## src/ast_pkg.sv

```systemverilog
// constants, field positions and types shared by the serial core files
// assumes a 32-bit apb slave with byte addresses and one word per register
package ast_pkg;

  // ---------------------------------------------------------------
  // register byte offsets
  // ---------------------------------------------------------------
  localparam int ADDR_W = 8;
  localparam logic [7:0] OFS_CTRL1 = 8'h00;
  localparam logic [7:0] OFS_CTRL2 = 8'h04;
  localparam logic [7:0] OFS_CTRL3 = 8'h08;
  localparam logic [7:0] OFS_STAT1 = 8'h0C;
  localparam logic [7:0] OFS_STAT2 = 8'h10;
  localparam logic [7:0] OFS_DATA = 8'h14;
  localparam logic [7:0] OFS_BAUD = 8'h18;

  // ---------------------------------------------------------------
  // field positions
  // ---------------------------------------------------------------
  localparam int C1_ENABLE = 0;
  localparam int C1_NINE = 1;
  localparam int C1_INV = 2;
  localparam int C2_TE = 0;
  localparam int C2_RE = 1;
  localparam int C2_BRK = 2;
  localparam int C2_TIE = 3;
  localparam int C2_RIE = 4;
  localparam int C3_TX9 = 0;
  localparam int C3_RX9 = 1;
  localparam int S1_TXE = 0;
  localparam int S1_RXF = 1;
  localparam int S1_NF = 2;
  localparam int S1_FE = 3;
  localparam int S1_OR = 4;
  localparam int S2_BRK = 0;
  localparam int S2_RPF = 1;
  localparam int BAUD_BREAK_LEN_EXT = 16;

  // ---------------------------------------------------------------
  // reset values and timing counts
  // ---------------------------------------------------------------
  localparam logic [15:0] BAUD_DIV_RESET = 16'h000C;
  localparam logic [3:0] FRAME_BITS = 4'hA;
  localparam logic [3:0] DATA_BITS = 4'h8;
  localparam logic [3:0] RT3 = 4'h2;
  localparam logic [3:0] RT5 = 4'h4;
  localparam logic [3:0] RT7 = 4'h6;
  localparam logic [3:0] RT8 = 4'h7;
  localparam logic [3:0] RT9 = 4'h8;
  localparam logic [3:0] RT10 = 4'h9;
  localparam logic [3:0] RT16 = 4'hF;

  typedef enum logic [1:0] {RX_HUNT, RX_START, RX_DATA, RX_STOP} ast_rx_state_t;

endpackage

```

## src/ast_tx_if.sv

```systemverilog
// control and data bundle between the core and its transmitter
// assumes both ends run on pclk
`timescale 1ns/1ps
interface ast_tx_if;
  logic en;
  logic tick;
  logic te;
  logic brk;
  logic nine;
  logic break_len_ext;
  logic full;
  logic [8:0] data;
  logic taken;
  logic line;
  modport ctl (output en, tick, te, brk, nine, break_len_ext, full, data, input taken, line);
  modport tx (input en, tick, te, brk, nine, break_len_ext, full, data, output taken, line);
endinterface

```

## src/ast_baud.sv

```systemverilog
// shared sample-rate tick generator (16 ticks per bit time)
// assumes div is stable while en is high; tick period is div+1 clocks
`timescale 1ns/1ps
module ast_baud #(
  parameter int DIV_W = 16
) (
  input wire logic pclk,
  input wire logic presetn,
  input wire logic en,
  input wire logic [DIV_W-1:0] div,
  output logic tick
);
  logic [DIV_W-1:0] cnt_q;

  if (DIV_W < 2 || DIV_W > 16) begin : g_bad_width
    $error("ast_baud: DIV_W must lie in 2..16");
  end

  always_ff @(posedge pclk or negedge presetn) begin
    if (!presetn) begin
      cnt_q <= '0;
      tick <= 1'b0;
    end else if (!en || cnt_q >= div) begin
      cnt_q <= '0;
      tick <= en;
    end else begin
      cnt_q <= cnt_q + {{(DIV_W-1){1'b0}}, 1'b1};
      tick <= 1'b0;
    end
  end
endmodule

```

## src/ast_tx.sv

```systemverilog
// transmitter: preamble, data, break and idle framing on the sample tick
// assumes tick comes from the shared generator; inversion is applied outside
`timescale 1ns/1ps
module ast_tx
  import ast_pkg::*;
(
  input wire logic pclk,
  input wire logic presetn,
  ast_tx_if.tx t
);
  logic [12:0] sh_q;
  logic [3:0] bits_q;
  logic [3:0] rt_q;
  logic busy_q;
  logic pre_q;
  logic tail_q;
  logic te_q;
  logic bit_end;
  logic can_load;
  logic load;
  logic sel_brk;
  logic sel_tail;
  logic [12:0] frame;
  logic [3:0] len;

  assign bit_end = t.tick && (rt_q == RT16);
  assign can_load = !busy_q || (bit_end && bits_q == 4'h1);
  assign load = t.en && t.te && can_load && (pre_q || t.brk || tail_q || t.full);
  assign sel_brk = !pre_q && t.brk;
  assign sel_tail = !pre_q && !t.brk && tail_q;
  assign t.taken = load && !pre_q && !t.brk && !tail_q;
  assign t.line = busy_q ? sh_q[0] : 1'b1;

  // frame contents, shifted out from bit 0
  always_comb begin
    len = FRAME_BITS + {3'b000, t.nine};
    if (pre_q) begin
      frame = '1;
    end else if (sel_brk) begin
      frame = '0;
      len = FRAME_BITS + {3'b000, t.nine} + {3'b000, t.break_len_ext};
    end else if (sel_tail) begin
      frame = '1;
      len = 4'h1;
    end else if (t.nine) begin
      frame = {3'b111, t.data, 1'b0};
    end else begin
      frame = {4'b1111, t.data[7:0], 1'b0};
    end
  end

  always_ff @(posedge pclk or negedge presetn) begin
    if (!presetn) begin
      te_q <= 1'b0;
    end else begin
      te_q <= t.te;
    end
  end

  // a rising enable queues one idle character, even mid-frame
  always_ff @(posedge pclk or negedge presetn) begin
    if (!presetn) begin
      pre_q <= 1'b0;
    end else if (t.te && !te_q) begin
      pre_q <= 1'b1;
    end else if (load && pre_q) begin
      pre_q <= 1'b0;
    end
  end

  always_ff @(posedge pclk or negedge presetn) begin
    if (!presetn) begin
      tail_q <= 1'b0;
    end else if (!t.en) begin
      tail_q <= 1'b0;
    end else if (load) begin
      tail_q <= sel_brk;
    end
  end

  always_ff @(posedge pclk or negedge presetn) begin
    if (!presetn) begin
      rt_q <= 4'h0;
    end else if (!t.en || load) begin
      rt_q <= 4'h0;
    end else if (t.tick) begin
      rt_q <= rt_q + 4'h1;
    end
  end

  // frame ends with enable low leave the line idle
  always_ff @(posedge pclk or negedge presetn) begin
    if (!presetn) begin
      busy_q <= 1'b0;
      bits_q <= 4'h0;
      sh_q <= '1;
    end else if (!t.en) begin
      busy_q <= 1'b0;
      bits_q <= 4'h0;
      sh_q <= '1;
    end else if (load) begin
      busy_q <= 1'b1;
      bits_q <= len;
      sh_q <= frame;
    end else if (busy_q && bit_end) begin
      sh_q <= {1'b1, sh_q[12:1]};
      bits_q <= bits_q - 4'h1;
      if (bits_q == 4'h1) begin
        busy_q <= 1'b0;
      end
    end
  end
endmodule

```

## src/ast_core.sv

```systemverilog
// async serial transmitter and receiver with an apb register file
// assumes a zero-skew pclk; rxd is asynchronous and is synchronised here
`timescale 1ns/1ps

// Notes on behaviour
// - transmitter and receiver run apart but share one tick generator.
// - length bit picks 8 or 9 bits; ninth transmit bit feeds bit 8.
// - ninth receive bit holds bit 8, or a copy of bit 7 in 8-bit mode.
// - a transmission starts with ones, then data framed by 0 start, 1 stop.
// - transmit-empty sets on hand-off to shifter; interrupt when enabled.
// - line idles high; module disable releases the pins.
// - send-break repeats zero characters, ends with the last break then a one.
// - break seen after 10/11 zeros, or 11/12 with extended break length.
// - break sets framing, full and break flags, clears data and ninth bit.
// - idle character is all ones, length by character length.
// - disabling transmitter idles after current frame; re-enable queues an idle.
// - inversion flips every transmitted level.
// - complete character goes to data buffer unless overrun, sets full, interrupt when enabled.
// - receiver samples at sixteen times the bit rate.
// - sample count realigns after start and after a 1 to 0 data change.
// - start search wants a 0 after three 1s, then counts sixteen.
// - start verified by samples 3, 5, 7; one stray 1 flags noise.
// - failed start verification resets the count and restarts the search.
// - data bit is majority of samples 8-10; disagreement flags noise.
// - start bit samples 8-10 only flag noise, never reject.
// - stop bit from samples 8-10; a majority of 0s gives framing error with full.
module ast_core
  import ast_pkg::*;
#(
  parameter int DIV_W = 16
) (
  input wire logic pclk,
  input wire logic presetn,
  input wire logic psel,
  input wire logic penable,
  input wire logic pwrite,
  input wire logic [ADDR_W-1:0] paddr,
  input wire logic [31:0] pwdata,
  output logic [31:0] prdata,
  output logic pready,
  output logic pslverr,
  input wire logic rxd,
  output logic txd,
  output logic txd_oe,
  output logic tx_irq,
  output logic rx_irq
);

  if (DIV_W < 2 || DIV_W > 16) begin : g_bad_width
    $error("ast_core: DIV_W must lie in 2..16");
  end

  // ---------------------------------------------------------------
  // helpers
  // ---------------------------------------------------------------
  function automatic logic maj3(input logic [2:0] v);
    maj3 = (v[0] & v[1]) | (v[0] & v[2]) | (v[1] & v[2]);
  endfunction

  function automatic logic mixed3(input logic [2:0] v);
    mixed3 = (v != 3'b000) && (v != 3'b111);
  endfunction

  function automatic logic [1:0] ones3(input logic [2:0] v);
    ones3 = {1'b0, v[0]} + {1'b0, v[1]} + {1'b0, v[2]};
  endfunction

  // ---------------------------------------------------------------
  // control state
  // ---------------------------------------------------------------
  logic [2:0] ctrl1_q;
  logic [4:0] ctrl2_q;
  logic tx9_q;
  logic [DIV_W-1:0] div_q;
  logic break_len_ext_q;
  logic en;
  logic nine;
  logic rx_on;

  assign en = ctrl1_q[C1_ENABLE];
  assign nine = ctrl1_q[C1_NINE];
  assign rx_on = en && ctrl2_q[C2_RE];

  // ---------------------------------------------------------------
  // apb decode
  // ---------------------------------------------------------------
  logic acc;
  logic wr;
  logic rd;
  logic hit;
  logic wr_data;
  logic rd_data;
  logic rd_stat1;
  logic [31:0] rmux;

  // one wait state: pready rises in the second access cycle
  assign acc = psel && penable && pready;
  assign wr = acc && pwrite;
  assign rd = acc && !pwrite;
  assign wr_data = wr && paddr == OFS_DATA;
  assign rd_data = rd && paddr == OFS_DATA;
  assign rd_stat1 = rd && paddr == OFS_STAT1;
  assign hit = paddr == OFS_CTRL1 || paddr == OFS_CTRL2 || paddr == OFS_CTRL3 || paddr == OFS_STAT1
               || paddr == OFS_STAT2 || paddr == OFS_DATA || paddr == OFS_BAUD;

  always_ff @(posedge pclk or negedge presetn) begin
    if (!presetn) begin
      pready <= 1'b0;
      pslverr <= 1'b0;
      prdata <= 32'h00000000;
    end else begin
      pready <= psel && penable && !pready;
      pslverr <= psel && penable && !pready && !hit;
      if (psel && penable && !pready && !pwrite) begin
        prdata <= rmux;
      end
    end
  end

  always_ff @(posedge pclk or negedge presetn) begin
    if (!presetn) begin
      ctrl1_q <= 3'b000;
      ctrl2_q <= 5'b00000;
      tx9_q <= 1'b0;
      div_q <= BAUD_DIV_RESET[DIV_W-1:0];
      break_len_ext_q <= 1'b0;
    end else if (wr) begin
      if (paddr == OFS_CTRL1) begin
        ctrl1_q <= pwdata[2:0];
      end
      if (paddr == OFS_CTRL2) begin
        ctrl2_q <= pwdata[4:0];
      end
      if (paddr == OFS_CTRL3) begin
        tx9_q <= pwdata[C3_TX9];
      end
      if (paddr == OFS_BAUD) begin
        div_q <= pwdata[DIV_W-1:0];
        break_len_ext_q <= pwdata[BAUD_BREAK_LEN_EXT];
      end
    end
  end

  // ---------------------------------------------------------------
  // shared tick and transmitter
  // ---------------------------------------------------------------
  logic rt_tick;
  ast_tx_if txb ();

  ast_baud #(
    .DIV_W(DIV_W)
  ) u_baud (
    .pclk(pclk),
    .presetn(presetn),
    .en(en),
    .div(div_q),
    .tick(rt_tick)
  );

  ast_tx u_tx (
    .pclk(pclk),
    .presetn(presetn),
    .t(txb)
  );

  logic [7:0] tx_buf_q;
  logic tx_full_q;
  logic tx_empty_q;
  logic tx_armed_q;

  assign txb.en = en;
  assign txb.tick = rt_tick;
  assign txb.te = ctrl2_q[C2_TE];
  assign txb.brk = ctrl2_q[C2_BRK];
  assign txb.nine = nine;
  assign txb.break_len_ext = break_len_ext_q;
  assign txb.full = tx_full_q;
  assign txb.data = {tx9_q, tx_buf_q};

  always_ff @(posedge pclk or negedge presetn) begin
    if (!presetn) begin
      tx_buf_q <= 8'h00;
      tx_full_q <= 1'b0;
    end else if (wr_data) begin
      tx_buf_q <= pwdata[7:0];
      tx_full_q <= 1'b1;
    end else if (txb.taken) begin
      tx_full_q <= 1'b0;
    end
  end

  // empty flag clears only by status read followed by data write
  always_ff @(posedge pclk or negedge presetn) begin
    if (!presetn) begin
      tx_empty_q <= 1'b1;
      tx_armed_q <= 1'b0;
    end else begin
      if (txb.taken) begin
        tx_empty_q <= 1'b1;
      end else if (wr_data && tx_armed_q) begin
        tx_empty_q <= 1'b0;
      end
      if (rd_stat1) begin
        tx_armed_q <= 1'b1;
      end else if (wr_data) begin
        tx_armed_q <= 1'b0;
      end
    end
  end

  always_ff @(posedge pclk or negedge presetn) begin
    if (!presetn) begin
      txd <= 1'b1;
      txd_oe <= 1'b0;
    end else begin
      txd <= en ? (txb.line ^ ctrl1_q[C1_INV]) : 1'b1;
      txd_oe <= en;
    end
  end

  // ---------------------------------------------------------------
  // receiver sampling
  // ---------------------------------------------------------------
  logic rx_s1_q;
  logic rx_s2_q;
  logic rx_last_q;
  logic [2:0] hist_q;
  ast_rx_state_t rx_st_q;
  logic [3:0] rt_q;
  logic [3:0] bit_q;
  logic [1:0] smp_q;
  logic s3_q;
  logic s5_q;
  logic noise_q;
  logic ext_q;
  logic prev_q;
  logic [8:0] rx_sh_q;
  logic [2:0] votes;
  logic fall;
  logic data_edge;
  logic stop_eval;
  logic cand;
  logic done;
  logic done_brk;

  always_ff @(posedge pclk or negedge presetn) begin
    if (!presetn) begin
      rx_s1_q <= 1'b1;
      rx_s2_q <= 1'b1;
    end else begin
      rx_s1_q <= rxd;
      rx_s2_q <= rx_s1_q;
    end
  end

  always_ff @(posedge pclk or negedge presetn) begin
    if (!presetn) begin
      rx_last_q <= 1'b1;
    end else if (rt_tick) begin
      rx_last_q <= rx_s2_q;
    end
  end

  assign votes = {smp_q, rx_s2_q};
  assign fall = rx_last_q && !rx_s2_q;
  assign data_edge = rx_st_q == RX_DATA && fall && prev_q && (rt_q < RT8 || rt_q > RT10);
  assign stop_eval = rx_on && rt_tick && rx_st_q == RX_STOP && rt_q == RT10;
  assign cand = rx_sh_q == 9'h000 && !maj3(votes);
  assign done = stop_eval && !(cand && break_len_ext_q && !ext_q);
  assign done_brk = done && cand;

  always_ff @(posedge pclk or negedge presetn) begin
    if (!presetn) begin
      rx_st_q <= RX_HUNT;
      hist_q <= 3'b000;
      rt_q <= 4'h0;
      bit_q <= 4'h0;
      smp_q <= 2'b00;
      s3_q <= 1'b0;
      s5_q <= 1'b0;
      noise_q <= 1'b0;
      ext_q <= 1'b0;
      prev_q <= 1'b0;
      rx_sh_q <= 9'h000;
    end else if (!rx_on) begin
      rx_st_q <= RX_HUNT;
      hist_q <= 3'b000;
      rt_q <= 4'h0;
    end else if (rt_tick) begin
      rt_q <= rt_q + 4'h1;
      if (rt_q == RT8 || rt_q == RT9) begin
        smp_q <= {smp_q[0], rx_s2_q};
      end
      unique case (rx_st_q)
        RX_HUNT: begin
          hist_q <= {hist_q[1:0], rx_s2_q};
          rt_q <= 4'h0;
          if (hist_q == 3'b111 && !rx_s2_q) begin
            rx_st_q <= RX_START;
            rt_q <= 4'h1;
            noise_q <= 1'b0;
            ext_q <= 1'b0;
            prev_q <= 1'b0;
            bit_q <= 4'h0;
            rx_sh_q <= 9'h000;
          end
        end
        RX_START: begin
          if (rt_q == RT3) begin
            s3_q <= rx_s2_q;
          end
          if (rt_q == RT5) begin
            s5_q <= rx_s2_q;
          end
          if (rt_q == RT7) begin
            if (ones3({s3_q, s5_q, rx_s2_q}) > 2'd1) begin
              rx_st_q <= RX_HUNT;
              hist_q <= 3'b000;
              rt_q <= 4'h0;
            end else if (ones3({s3_q, s5_q, rx_s2_q}) == 2'd1) begin
              noise_q <= 1'b1;
            end
          end
          if (rt_q == RT10 && votes != 3'b000) begin
            noise_q <= 1'b1;
          end
          if (rt_q == RT16) begin
            rx_st_q <= RX_DATA;
          end
        end
        RX_DATA: begin
          if (rt_q == RT10) begin
            rx_sh_q[bit_q] <= maj3(votes);
            prev_q <= maj3(votes);
            if (mixed3(votes)) begin
              noise_q <= 1'b1;
            end
          end
          if (data_edge) begin
            rt_q <= 4'h1;
          end
          if (rt_q == RT16 || (data_edge && rt_q > RT10)) begin
            bit_q <= bit_q + 4'h1;
            if (bit_q == DATA_BITS - 4'h1 + {3'b000, nine}) begin
              rx_st_q <= RX_STOP;
            end
          end
        end
        RX_STOP: begin
          if (rt_q == RT10) begin
            if (mixed3(votes)) begin
              noise_q <= 1'b1;
            end
            if (cand && break_len_ext_q && !ext_q) begin
              ext_q <= 1'b1;
            end else begin
              rx_st_q <= RX_HUNT;
              hist_q <= 3'b000;
            end
          end
        end
      endcase
    end
  end

  // ---------------------------------------------------------------
  // receive buffer and flags
  // ---------------------------------------------------------------
  logic [7:0] rx_buf_q;
  logic rx9_q;
  logic rx_full_q;
  logic nf_q;
  logic fe_q;
  logic or_q;
  logic bkf_q;
  logic rx_armed_q;
  logic rx_clr;
  logic ovr;

  assign rx_clr = rd_data && rx_armed_q;
  assign ovr = done && rx_full_q && !rx_clr;

  always_ff @(posedge pclk or negedge presetn) begin
    if (!presetn) begin
      rx_buf_q <= 8'h00;
      rx9_q <= 1'b0;
    end else if (done_brk) begin
      rx_buf_q <= 8'h00;
      rx9_q <= 1'b0;
    end else if (done && !ovr) begin
      rx_buf_q <= rx_sh_q[7:0];
      rx9_q <= nine ? rx_sh_q[8] : rx_sh_q[7];
    end
  end

  // hardware sets win over the software clear sequence
  always_ff @(posedge pclk or negedge presetn) begin
    if (!presetn) begin
      rx_full_q <= 1'b0;
      nf_q <= 1'b0;
      fe_q <= 1'b0;
      or_q <= 1'b0;
      rx_armed_q <= 1'b0;
    end else begin
      if (done) begin
        rx_full_q <= 1'b1;
      end else if (rx_clr) begin
        rx_full_q <= 1'b0;
      end
      if (done && (noise_q || mixed3(votes))) begin
        nf_q <= 1'b1;
      end else if (rx_clr) begin
        nf_q <= 1'b0;
      end
      if (done && (ext_q || !maj3(votes))) begin
        fe_q <= 1'b1;
      end else if (rx_clr) begin
        fe_q <= 1'b0;
      end
      if (ovr) begin
        or_q <= 1'b1;
      end else if (rx_clr) begin
        or_q <= 1'b0;
      end
      if (rd_stat1) begin
        rx_armed_q <= 1'b1;
      end else if (rd_data) begin
        rx_armed_q <= 1'b0;
      end
    end
  end

  always_ff @(posedge pclk or negedge presetn) begin
    if (!presetn) begin
      bkf_q <= 1'b0;
    end else if (done_brk) begin
      bkf_q <= 1'b1;
    end else if (wr && paddr == OFS_STAT2 && pwdata[S2_BRK]) begin
      bkf_q <= 1'b0;
    end
  end

  always_ff @(posedge pclk or negedge presetn) begin
    if (!presetn) begin
      tx_irq <= 1'b0;
      rx_irq <= 1'b0;
    end else begin
      tx_irq <= tx_empty_q && ctrl2_q[C2_TIE];
      rx_irq <= rx_full_q && ctrl2_q[C2_RIE];
    end
  end

  // ---------------------------------------------------------------
  // read mux
  // ---------------------------------------------------------------
  always_comb begin
    rmux = 32'h00000000;
    unique case (paddr)
      OFS_CTRL1: rmux[2:0] = ctrl1_q;
      OFS_CTRL2: rmux[4:0] = ctrl2_q;
      OFS_CTRL3: rmux[1:0] = {rx9_q, tx9_q};
      OFS_STAT1: rmux[4:0] = {or_q, fe_q, nf_q, rx_full_q, tx_empty_q};
      OFS_STAT2: rmux[1:0] = {rx_st_q != RX_HUNT, bkf_q};
      OFS_DATA: rmux[7:0] = rx_buf_q;
      OFS_BAUD: rmux = {15'h0000, break_len_ext_q, 16'(div_q)};
      default: rmux = 32'h00000000;
    endcase
  end

endmodule

```

## config.mk

```make
export PLATFORM = sky130hd
export DESIGN_NAME = ast_core
export DESIGN_NICKNAME = d
export VERILOG_FILES = /design/src/ast_pkg.sv /design/src/ast_tx_if.sv /design/src/ast_baud.sv /design/src/ast_tx.sv /design/src/ast_core.sv
export SDC_FILE = /design/constraint.sdc
export NUM_CORES = 1
export LEC_CHECK = 0
export BUFFER_PORTS_ARGS = -buffer_cell sky130_fd_sc_hd__buf_2
export CORE_MARGIN = 1
export CORE_UTILIZATION = 30
export DETAILED_ROUTE_END_ITERATION = 7
export PLACE_DENSITY = 0.52
export SYNTH_ARGS = -nofsm -noshare
export SYNTH_HDL_FRONTEND = slang
export SYNTH_SLANG_ARGS = --single-unit
```

## constraint.sdc

```tcl
create_clock -name pclk -period 2 [get_ports pclk]
set_input_delay 0 -clock pclk [delete_from_list [all_inputs] [get_ports pclk]]
set_output_delay 0 -clock pclk [all_outputs]
set_load 0.005 [all_outputs]
```

# [After elaboration in Yosys (flattened, before gate mapping)]
# Index checks and enable logic that the tools add are counted.
[word_totals] regBits=164 mem_count=0 ramBits=0 romBits=0 latch_bits=0 output_inout_bits=38
[op_classes] muxes=99 shifts=0 multipliers=0 div=0 eq_ne=46 reduce_logical=119 bitwise=6 add_sub_neg=10 order_cmp=6
[op_table] cell="13-bit two-way mux" count=6
[op_table] cell="4-bit two-way mux" count=15
[op_table] cell="1-bit logical AND" count=53
[op_table] cell="1-bit two-way mux" count=41
[op_table] cell="2-bit nonzero test" count=15
[op_table] cell="9-bit two-way mux" count=3
[op_table] cell="8-bit by 5-bit == test with 1-bit output (second input constant)" count=3
[op_table] cell="3-bit != test (second input constant)" count=8
[op_table] cell="2-bit two-way mux" count=10
[op_table] cell="3-bit two-way mux" count=6
[op_table] cell="9-bit case mux with 2 select lines" count=1
[op_table] cell="1-bit logical OR" count=17
[op_table] cell="16-bit by 1-bit adder with 16-bit output (second input constant)" count=1
[op_table] cell="4-bit == test (second input constant)" count=4
[op_table] cell="8-bit by 4-bit == test with 1-bit output (second input constant)" count=2
[op_table] cell="16-bit greater-or-equal comparator" count=1
[op_table] cell="16-bit two-way mux" count=1
[op_table] cell="8-bit two-way mux" count=2
[op_table] cell="2-bit by 1-bit != test with 1-bit output (second input constant)" count=8
[op_table] cell="2-bit case mux with 4 select lines" count=2
[op_table] cell="8-bit AND reduction" count=2
[op_table] cell="1-bit logical NOT" count=15
[op_table] cell="2-bit case mux with 7 select lines" count=1
[op_table] cell="4-bit by 1-bit adder with 4-bit output (second input constant)" count=3
[op_table] cell="47 further kinds" count=66

# [Logic depth before layout (Yosys ltp)]
# Gate-level depths: netlist of run 1.
[logic_depth] depth_word=15 ltp_mapped=9 depth_no_buf=7

# [By module]
# Synthesis of run 1 repeated with hierarchy kept, for this count alone.
[hier_totals] cells_unflattened=747 hier_area_um2=7930.1
[modules_own_cells] mod="ast_core" seq_area_each_um2=2686.3 area_each_um2=5352.6 n_inst=1 cells_per_inst=480
[modules_own_cells] mod="ast_tx" seq_area_each_um2=641.9 area_each_um2=1370.1 n_inst=1 cells_per_inst=139
[modules_own_cells] mod="ast_baud" seq_area_each_um2=425.4 area_each_um2=1207.4 n_inst=1 cells_per_inst=128

# [Worst setup path after synthesis of run 1]
# OpenSTA, ideal clock, no wires.
[synth_path] path_type="register to register" start="register rt_q[1]" end="register rx9_q" required_time_ns=1.875 arrival_ns=1.949 period_less_slack_ns=2.074 path_buffers=0 slack_ns=-0.074 setup_time_ns=0.125 path_stages_with_launch=8 cell_sequence="dfrtp_1 inv_1 ha_1 nand3b_1 or3_1 a21oi_1 o21ai_2 mux2_2"
[synth_between] elab_chain_cells=8 elab_cells_between_ends=10 cone_classes="eq/ne: 1; mux: 1; reduce/logical: 8"
[synth_lines] item="from (decl)" line_no="ast_core.sv:229" text="logic [3:0] rt_q;"
[synth_lines] item="from (signal assigned)" line_no="ast_core.sv:290" text="rt_q <= rt_q + 4'h1;"
[synth_lines] item="4-bit == test *" line_no="ast_core.sv:267" text="assign stop_eval = rx_on && rt_tick && rx_st_q == RX_STOP && rt_q == RT10;"
[synth_lines] item="1-bit logical AND *" line_no="ast_core.sv:267"
[synth_lines] item="1-bit logical AND *" line_no="ast_core.sv:269" text="assign done = stop_eval && !(cand && break_len_ext_q && !ext_q);"
[synth_lines] item="1-bit logical AND (2 in series)" line_no="ast_core.sv:381" text="assign ovr = done && rx_full_q && !rx_clr;"
[synth_lines] item="1-bit logical NOT" line_no="ast_core.sv:390" text="end else if (done && !ovr) begin"
[synth_lines] item="1-bit logical AND" line_no="ast_core.sv:390"
[synth_lines] item="2-bit nonzero test (no source line)"
[synth_lines] item="to (signal assigned)" line_no="ast_core.sv:392" text="rx9_q <= nine ? rx_sh_q[8] : rx_sh_q[7];"
[synth_lines] item="to (decl)" line_no="ast_core.sv:370" text="logic rx9_q;"
# Every way passes the cells marked *; elsewhere a longest branch is shown, timed or not.
# A chain may end at the register's enable or synchronous reset.

# [Worst setup path after layout of run 1]
# Same ends and word-level chain as after synthesis.

==> results.json, run 1 <==
{
  "status": "complete, but fails checks",
  "violations": "negative setup slack",
  "p_comb_share_pct": 4.2,
  "syn_area_um2": 7720,
  "critPathMaxFanout": 6,
  "async_flop_share_pct": 100,
  "row_count": 58,
  "design_area_um2": 9850,
  "cpPeakStageDelay_ps": 480,
  "drt_pass1_iterations": 5,
  "first_iter_violations": 360,
  "crit_family": "simple AND/OR/NAND/NOR gates",
  "synth-seq-area-share_pct": 48.6,
  "synth_area_leader_cell": "dfrtp_1",
  "port_buffers": 53,
  "grt_use_total_pct": 16.2,
  "hold_path.startpoint": "paddr[4]",
  "slew_headroom_pct": 65.4,
  "setup_viol": 6,
  "place_area_um2": 8800,
  "min_period_over_period_pct": 101,
  "cts_buffers": 17,
  "clockRootBuffer": "clkbuf_16",
  "netlist_instances": 787,
  "hp-class": "in -> reg",
  "rr_endpoint": "rx9_q",
  "hpwl_mm": 14.7,
  "wl_per_cell_um": 15.9,
  "yosys.area.top_type_share_pct": 41.8,
  "synth.distinct_cells": 72,
  "die_y_um": 162,
  "final_max_slew_viol_count": 0,
  "die_w_um": 162,
  "startpoint_type": "flip-flop",
  "min_path_cells": 4,
  "cts_sinks": 149,
  "cp.depth": 7,
  "final_nets": 1011,
  "r2r_setup_slack_ps": -30,
  "critical_path.startpoint": "rt_q[1]",
  "grt_max_degree": 55,
  "gp_congestion": 0.797,
  "crit_chain": "inv_2 > ha_4 > nand3b_1 > or3_4 > a21oi_4 > o21ai_4 > mux2_4",
  "drv_cap": 0,
  "drc": 0,
  "htree_levels": 4,
  "tns_ps": -109,
  "min_period_ps": 2030,
  "seqPwrFrac_pct": 47.6,
  "internal_power_mw": 4.88,
  "grt_pass1_vias": 6152,
  "hold_violations": 0,
  "crit_arrival_ps": 2340,
  "grt_overflow": 0,
  "dieArea_um2": 26400,
  "io-pin-count": 84,
  "ys_warn_count": 0,
  "dp_cells": 1210,
  "clock_latency_ps": 430,
  "worst_pin_slew_ps": 515,
  "endpoint_kind": "flip-flop",
  "syn_to_final_growth_pct": 27.6,
  "post-place-ws_ps": -23.0,
  "r2r_start": "rt_q[1]",
  "cellPowerDensity_nw_per_um2": 648,
  "synth_edf_count": 0,
  "initial_utilization_pct": 30.7,
  "dr_total_vias": 6189,
  "p_sw_share_pct": 23.5,
  "coreArea_um2": 25200,
  "fin_ws_ps": -29.2,
  "required_ps": 2310,
  "ir_worst_vdd_v": 0.000529,
  "syn_avg_cell_area_um2": 9.81,
  "antenna_found_initial": 4,
  "power_leakage_nw": 4.48,
  "reg2reg_depth": 7,
  "grt_pass1_wl_mm": 32.9,
  "synth.area.top_cells": "dfrtp_1 42%, dfstp_2 6.8%, ha_1 4.9%, nand2_1 4.6%, mux2_2 3.9%",
  "timing.critical_path.buf_inv": 1,
  "fin_skew_ps": 14.7,
  "final_cell_count_no_fill": 1280,
  "critPathSlowestCell": "or3_4",
  "crit_type": "reg -> reg",
  "detail-route-antenna-nets": 0,
  "switchingPower_mw": 1.50,
  "clk_pin_slew_worst_paths_ps": 60,
  "p_clk_share_pct": 48.1,
  "drive_gt1_share_pct": 27.5,
  "clock_path_buffers": 2,
  "hold_ws_ps": 61.0,
  "totalWireLength_mm": 20.4,
  "finalPower_mw": 6.38,
  "final_util_pct": 39.1,
  "synth-seq-cells": 149,
  "tritoncts": "done",
  "crit_end": "rx9_q",
  "vias_per_cell": 4.84,
  "rsz0062_at_grt": "true",
  "synthFlopType": "dfrtp_1",
  "max_freq_mhz": 493
}
-- per-layer routing --
metal / part of all wire [%] / track usage [%] / up-vias
met5: 0.069 / 0 / -
met4: 1.5 / 5.70 / 2
met3: 3.4 / 3.39 / 20
met2: 46 / 24.7 / 95
met1: 49 / 22.5 / 3015
li1: - / - / 3057
-- cells in the final DEF, fill, tap and decap left out, types with 6 or more instances in the layout --
master	n
a21o_1	6
a21oi_1	15
a22o_1	23
a31oi_1	7
and2_1	7
buf_2	52
buf_4	79
clkbuf_16	18
conb_1	15
dfrtp_1	128
dfstp_2	20
dlygate4sd3_1	26
ha_1	28
inv_1	36
mux2_2	25
nand2_1	93
nand2b_1	11
nand3_1	28
nand4_1	7
nor2_1	65
nor2_2	7
nor2b_1	15
nor3_1	36
o211ai_1	6
o21ai_0	47
xnor2_1	7
xor2_1	11
-- sequential cells by signal, summed over array words and instances (netlist names), 4 cells and up --
register,count
prdata,17
rx_buf_q,8
u_tx.bits_q,4
div_q,16
u_baud.cnt_q,16
ctrl2_q,5
u_tx.sh_q,13
tx_buf_q,8
rx_sh_q,9
u_tx.rt_q,4
rt_q,4
bit_q,4
-- timing repair --
item / 4_1_cts / 5_1_grt
buffers inserted: 2 / 7
pin swaps: 2 / 23
gates cloned: 0 / 1
endpoints found under the hold margin: 140 / 0
endpoints found under the setup margin: 8 / 62
resized for setup: 13 / 28
hold buffers: 26 / 0
-- final cells by class --
class | instances | area (µm²)
well taps | 330 | 413
inverters | 38 | 143
fillers | 2501 | 15300
clock buffers | 21 | 482
clock inverters | 11 | 83.8
flip-flops and latches | 149 | 3750
diodes | 3 | 7.51
repair buffers | 162 | 1190
multi-input cells | 566 | 3780
-- cells in the mapped netlist, types with 4 or more instances --
master    instances
and3_1            5
a22o_1           23
a22oi_1           4
a21oi_1          16
dfstp_2          20
mux2_2           27
and2_1            7
o211ai_1          6
xnor2_1           7
a21o_1            6
nand4_1           7
nand2_1          95
buf_4            15
nor3b_1           5
a211oi_1          4
nand2b_1         11
a221oi_1          5
nor3_1           36
dfrtp_1         129
ha_1             30
xor2_1           11
nand3_1          29
nor2b_1          15
o21ai_0          51
nor2_1           73
inv_1            38
buf_2             7
clkbuf_1         25
a31oi_1           9
-- cells by family after synthesis --
family / share of synthesized area (%)
simple gates: 19.2
compound gates: 14.3
flops: 48.6
buf+inv: 5.03
mux: 5.50
fa+ha+maj: 5.27
xor+xnor: 2.04
other cells: 0.0486
-- how the worst min path moves through the flow --
| stage | end | slack [ps] |
|---|---|---|
| finish | bkf_q | 60 |
| global placement | smp_q[0] | 1 |
| detailed placement | smp_q[0] | -3 |
| global route | tx_armed_q | 80 |
| floorplan | bit_q[0] | -300 |
| CTS | bkf_q | 40 |
-- worst min-delay path: cells and delay by family --
family	cells	cell delay, ps
simple gates	2	160
buf+inv	1	210
compound gates	1	70
-- power by group through the flow --
stage	clock network [mW]	logic, mW	registers (mW)
2_1_floorplan	0	0.0973	3.09
3_3_place_gp	0	0.233	3.09
3_5_place_dp	0	0.233	3.09
4_1_cts	3.16	0.274	3.04
5_1_grt	3.30	0.303	3.04
6_report	3.07	0.269	3.04
Note: power is estimated with default switching activity, not from simulation.
==> inputs of run 2 (changes only) <==
- REMOVE_ABC_BUFFERS: unset -> 1
==> results.json, run 2 (synthesis gave the netlist of run 1 again) <==
{
  "grt_max_degree": 49,
  "row_count": 58,
  "wl_per_cell_um": 16.1,
  "seqPwrFrac_pct": 47.7,
  "ir_worst_vdd_v": 0.000571,
  "critPathMaxFanout": 5,
  "min_period_ps": 1990,
  "drive_gt1_share_pct": 27.7,
  "p_sw_share_pct": 22.4,
  "dr_total_vias": 6112,
  "critical_path.startpoint": "rx_sh_q[1]",
  "die_w_um": 162,
  "grt_use_total_pct": 16.1,
  "final_max_slew_viol_count": 0,
  "totalWireLength_mm": 20.3,
  "p_comb_share_pct": 4.2,
  "dieArea_um2": 26400,
  "hp-class": "in -> async",
  "internal_power_mw": 4.94,
  "hpwl_mm": 14.9,
  "design_area_um2": 9840,
  "r2r_setup_slack_ps": 9,
  "final_common_cell": "dfrtp_1",
  "largest_reg_flops": 17,
  "clockRootBuffer": "clkbuf_16",
  "grt_pass1_wl_mm": 33.1,
  "first_iter_violations": 305,
  "fin_skew_ps": 9.26,
  "final_nets": 1000,
  "grt_pass1_vias": 6018,
  "drv_cap": 0,
  "crit_arrival_ps": 2300,
  "drt_pass1_iterations": 5,
  "drc": 0,
  "max_freq_mhz": 502,
  "port_buffers": 53,
  "multi_input_area_um2": 3870,
  "antenna_found_initial": 1,
  "coreArea_um2": 25200,
  "cts_buffers": 17,
  "p_clk_share_pct": 48.1,
  "final_util_pct": 39.1,
  "regArea_um2": 3750,
  "top_regs": "prdata (17), div_q (16), u_baud.cnt_q (16)",
  "grt_overflow": 0,
  "clk_pin_slew_worst_paths_ps": 60,
  "place_area_um2": 8730,
  "syn_to_final_growth_pct": 27.5,
  "switchingPower_mw": 1.42,
  "htree_levels": 4,
  "hold_violations": 0,
  "num-fill-cells": 2479,
  "setup_viol": 0,
  "cts_sinks": 149,
  "final_cell_mix": "129 x dfrtp_1, 93 x nand2_1, 70 x buf_4",
  "io-pin-count": 84,
  "antennaDiodeCount": 0,
  "clock_path_buffers": 2,
  "slew_headroom_pct": 65.5,
  "clock_latency_ps": 420,
  "r2r_start": "rx_sh_q[1]",
  "vias_per_cell": 4.83,
  "rr_endpoint": "hist_q[0]",
  "cellPowerDensity_nw_per_um2": 647,
  "min_period_over_period_pct": 99.6,
  "worst_pin_slew_ps": 514,
  "die_y_um": 162,
  "power_leakage_nw": 4.38,
  "tritoncts": "done",
  "endpoint_kind": "flip-flop",
  "regMostFlops": "prdata",
  "status": "completed",
  "detail-route-antenna-nets": 0,
  "required_ps": 2300,
  "crit_type": "reg -> reg",
  "initial_utilization_pct": 30.7,
  "reg2reg_depth": 5,
  "gp_congestion": 0.783,
  "rsz0062_at_grt": "true",
  "startpoint_type": "flip-flop"
}
-- run 2: cell types whose count changed in the layout (fill, tap and decap cells not counted), moves of 4 or more --
cell    previous run  this run
buf_4             79        70
nor2_4             1        10
nor2_2             7         1
inv_6              4         0
-- run 2: area by class of cell --
class,count,area share [%]
flip-flops and latches,149,38.1
well taps,330,4.19
multi-input cells,566,39.3
repair buffers,151,11.2
clock inverters,8,0.788
clock buffers,24,4.89
inverters,38,1.45
-- run 2: worst max-delay path, cell delays in order, from the launching register on --
cell and delay, ps:
dfrtp_1 370, or4_4 550, nor4_4 330, and3_4 270
nor2_4 50, mux2_4 300
-- run 2: metrics by stage --
stage | TNS, ps | total power, mW | setup slack, ps | cells | hold slack, ps
after floorplan | -4320 | 3.15 | -342 | 753 | -296
after global placement | -212 | 3.32 | -53.9 | 1202 | -65.1
after detailed placement | -428 | 3.32 | -60.9 | 1202 | -70.5
after CTS | -11.3 | 6.44 | -5.80 | 1258 | 41.0
after global routing | -955 | 6.59 | -65.6 | 1266 | 73.6
final | 0 | 6.37 | 8.58 | 1266 | 52.9
-- run 2: power by group through the flow --
stage	sequential [mW]	combinational, mW	clock (mW)
after floorplan	3.10	0.0569	0
after global placement	3.09	0.229	0
after detailed placement	3.09	0.229	0
after CTS	3.04	0.265	3.13
after global routing	3.04	0.300	3.25
final	3.04	0.266	3.06
-- run 2: worst max-delay path by stage --
stage | endpoint | slack, ps | depth (start not counted)
after global routing | hist_q[0] | -70 | 5
after CTS | hist_q[0] | -6 | 5
final | hist_q[0] | 9 | 5
after global placement | rx_buf_q[3] | -50 | 6
after floorplan | break_len_ext_q | -340 | 4
after detailed placement | rx_buf_q[2] | -60 | 6
-- run 2: per-layer routing --
| metal | up-vias | GRT usage [%] | part of all wire [%] |
|---|---|---|---|
| met2 | 82 | 24.9 | 47 |
| met3 | 17 | 2.27 | 2.2 |
| li1 | 3026 | - | - |
| met1 | 2985 | 22.9 | 50 |
| met4 | 2 | 5.32 | 1.0 |
| met5 | - | 0 | 0.059 |
-- run 2: repair_timing --
item	in CTS	in global routing
endpoints found under the hold margin	169	0
cloned	0	1
setup endpoints to repair	28	81
hold buffers	24	0
buffers inserted	0	7
pin swaps	0	27
gates resized for setup	8	52
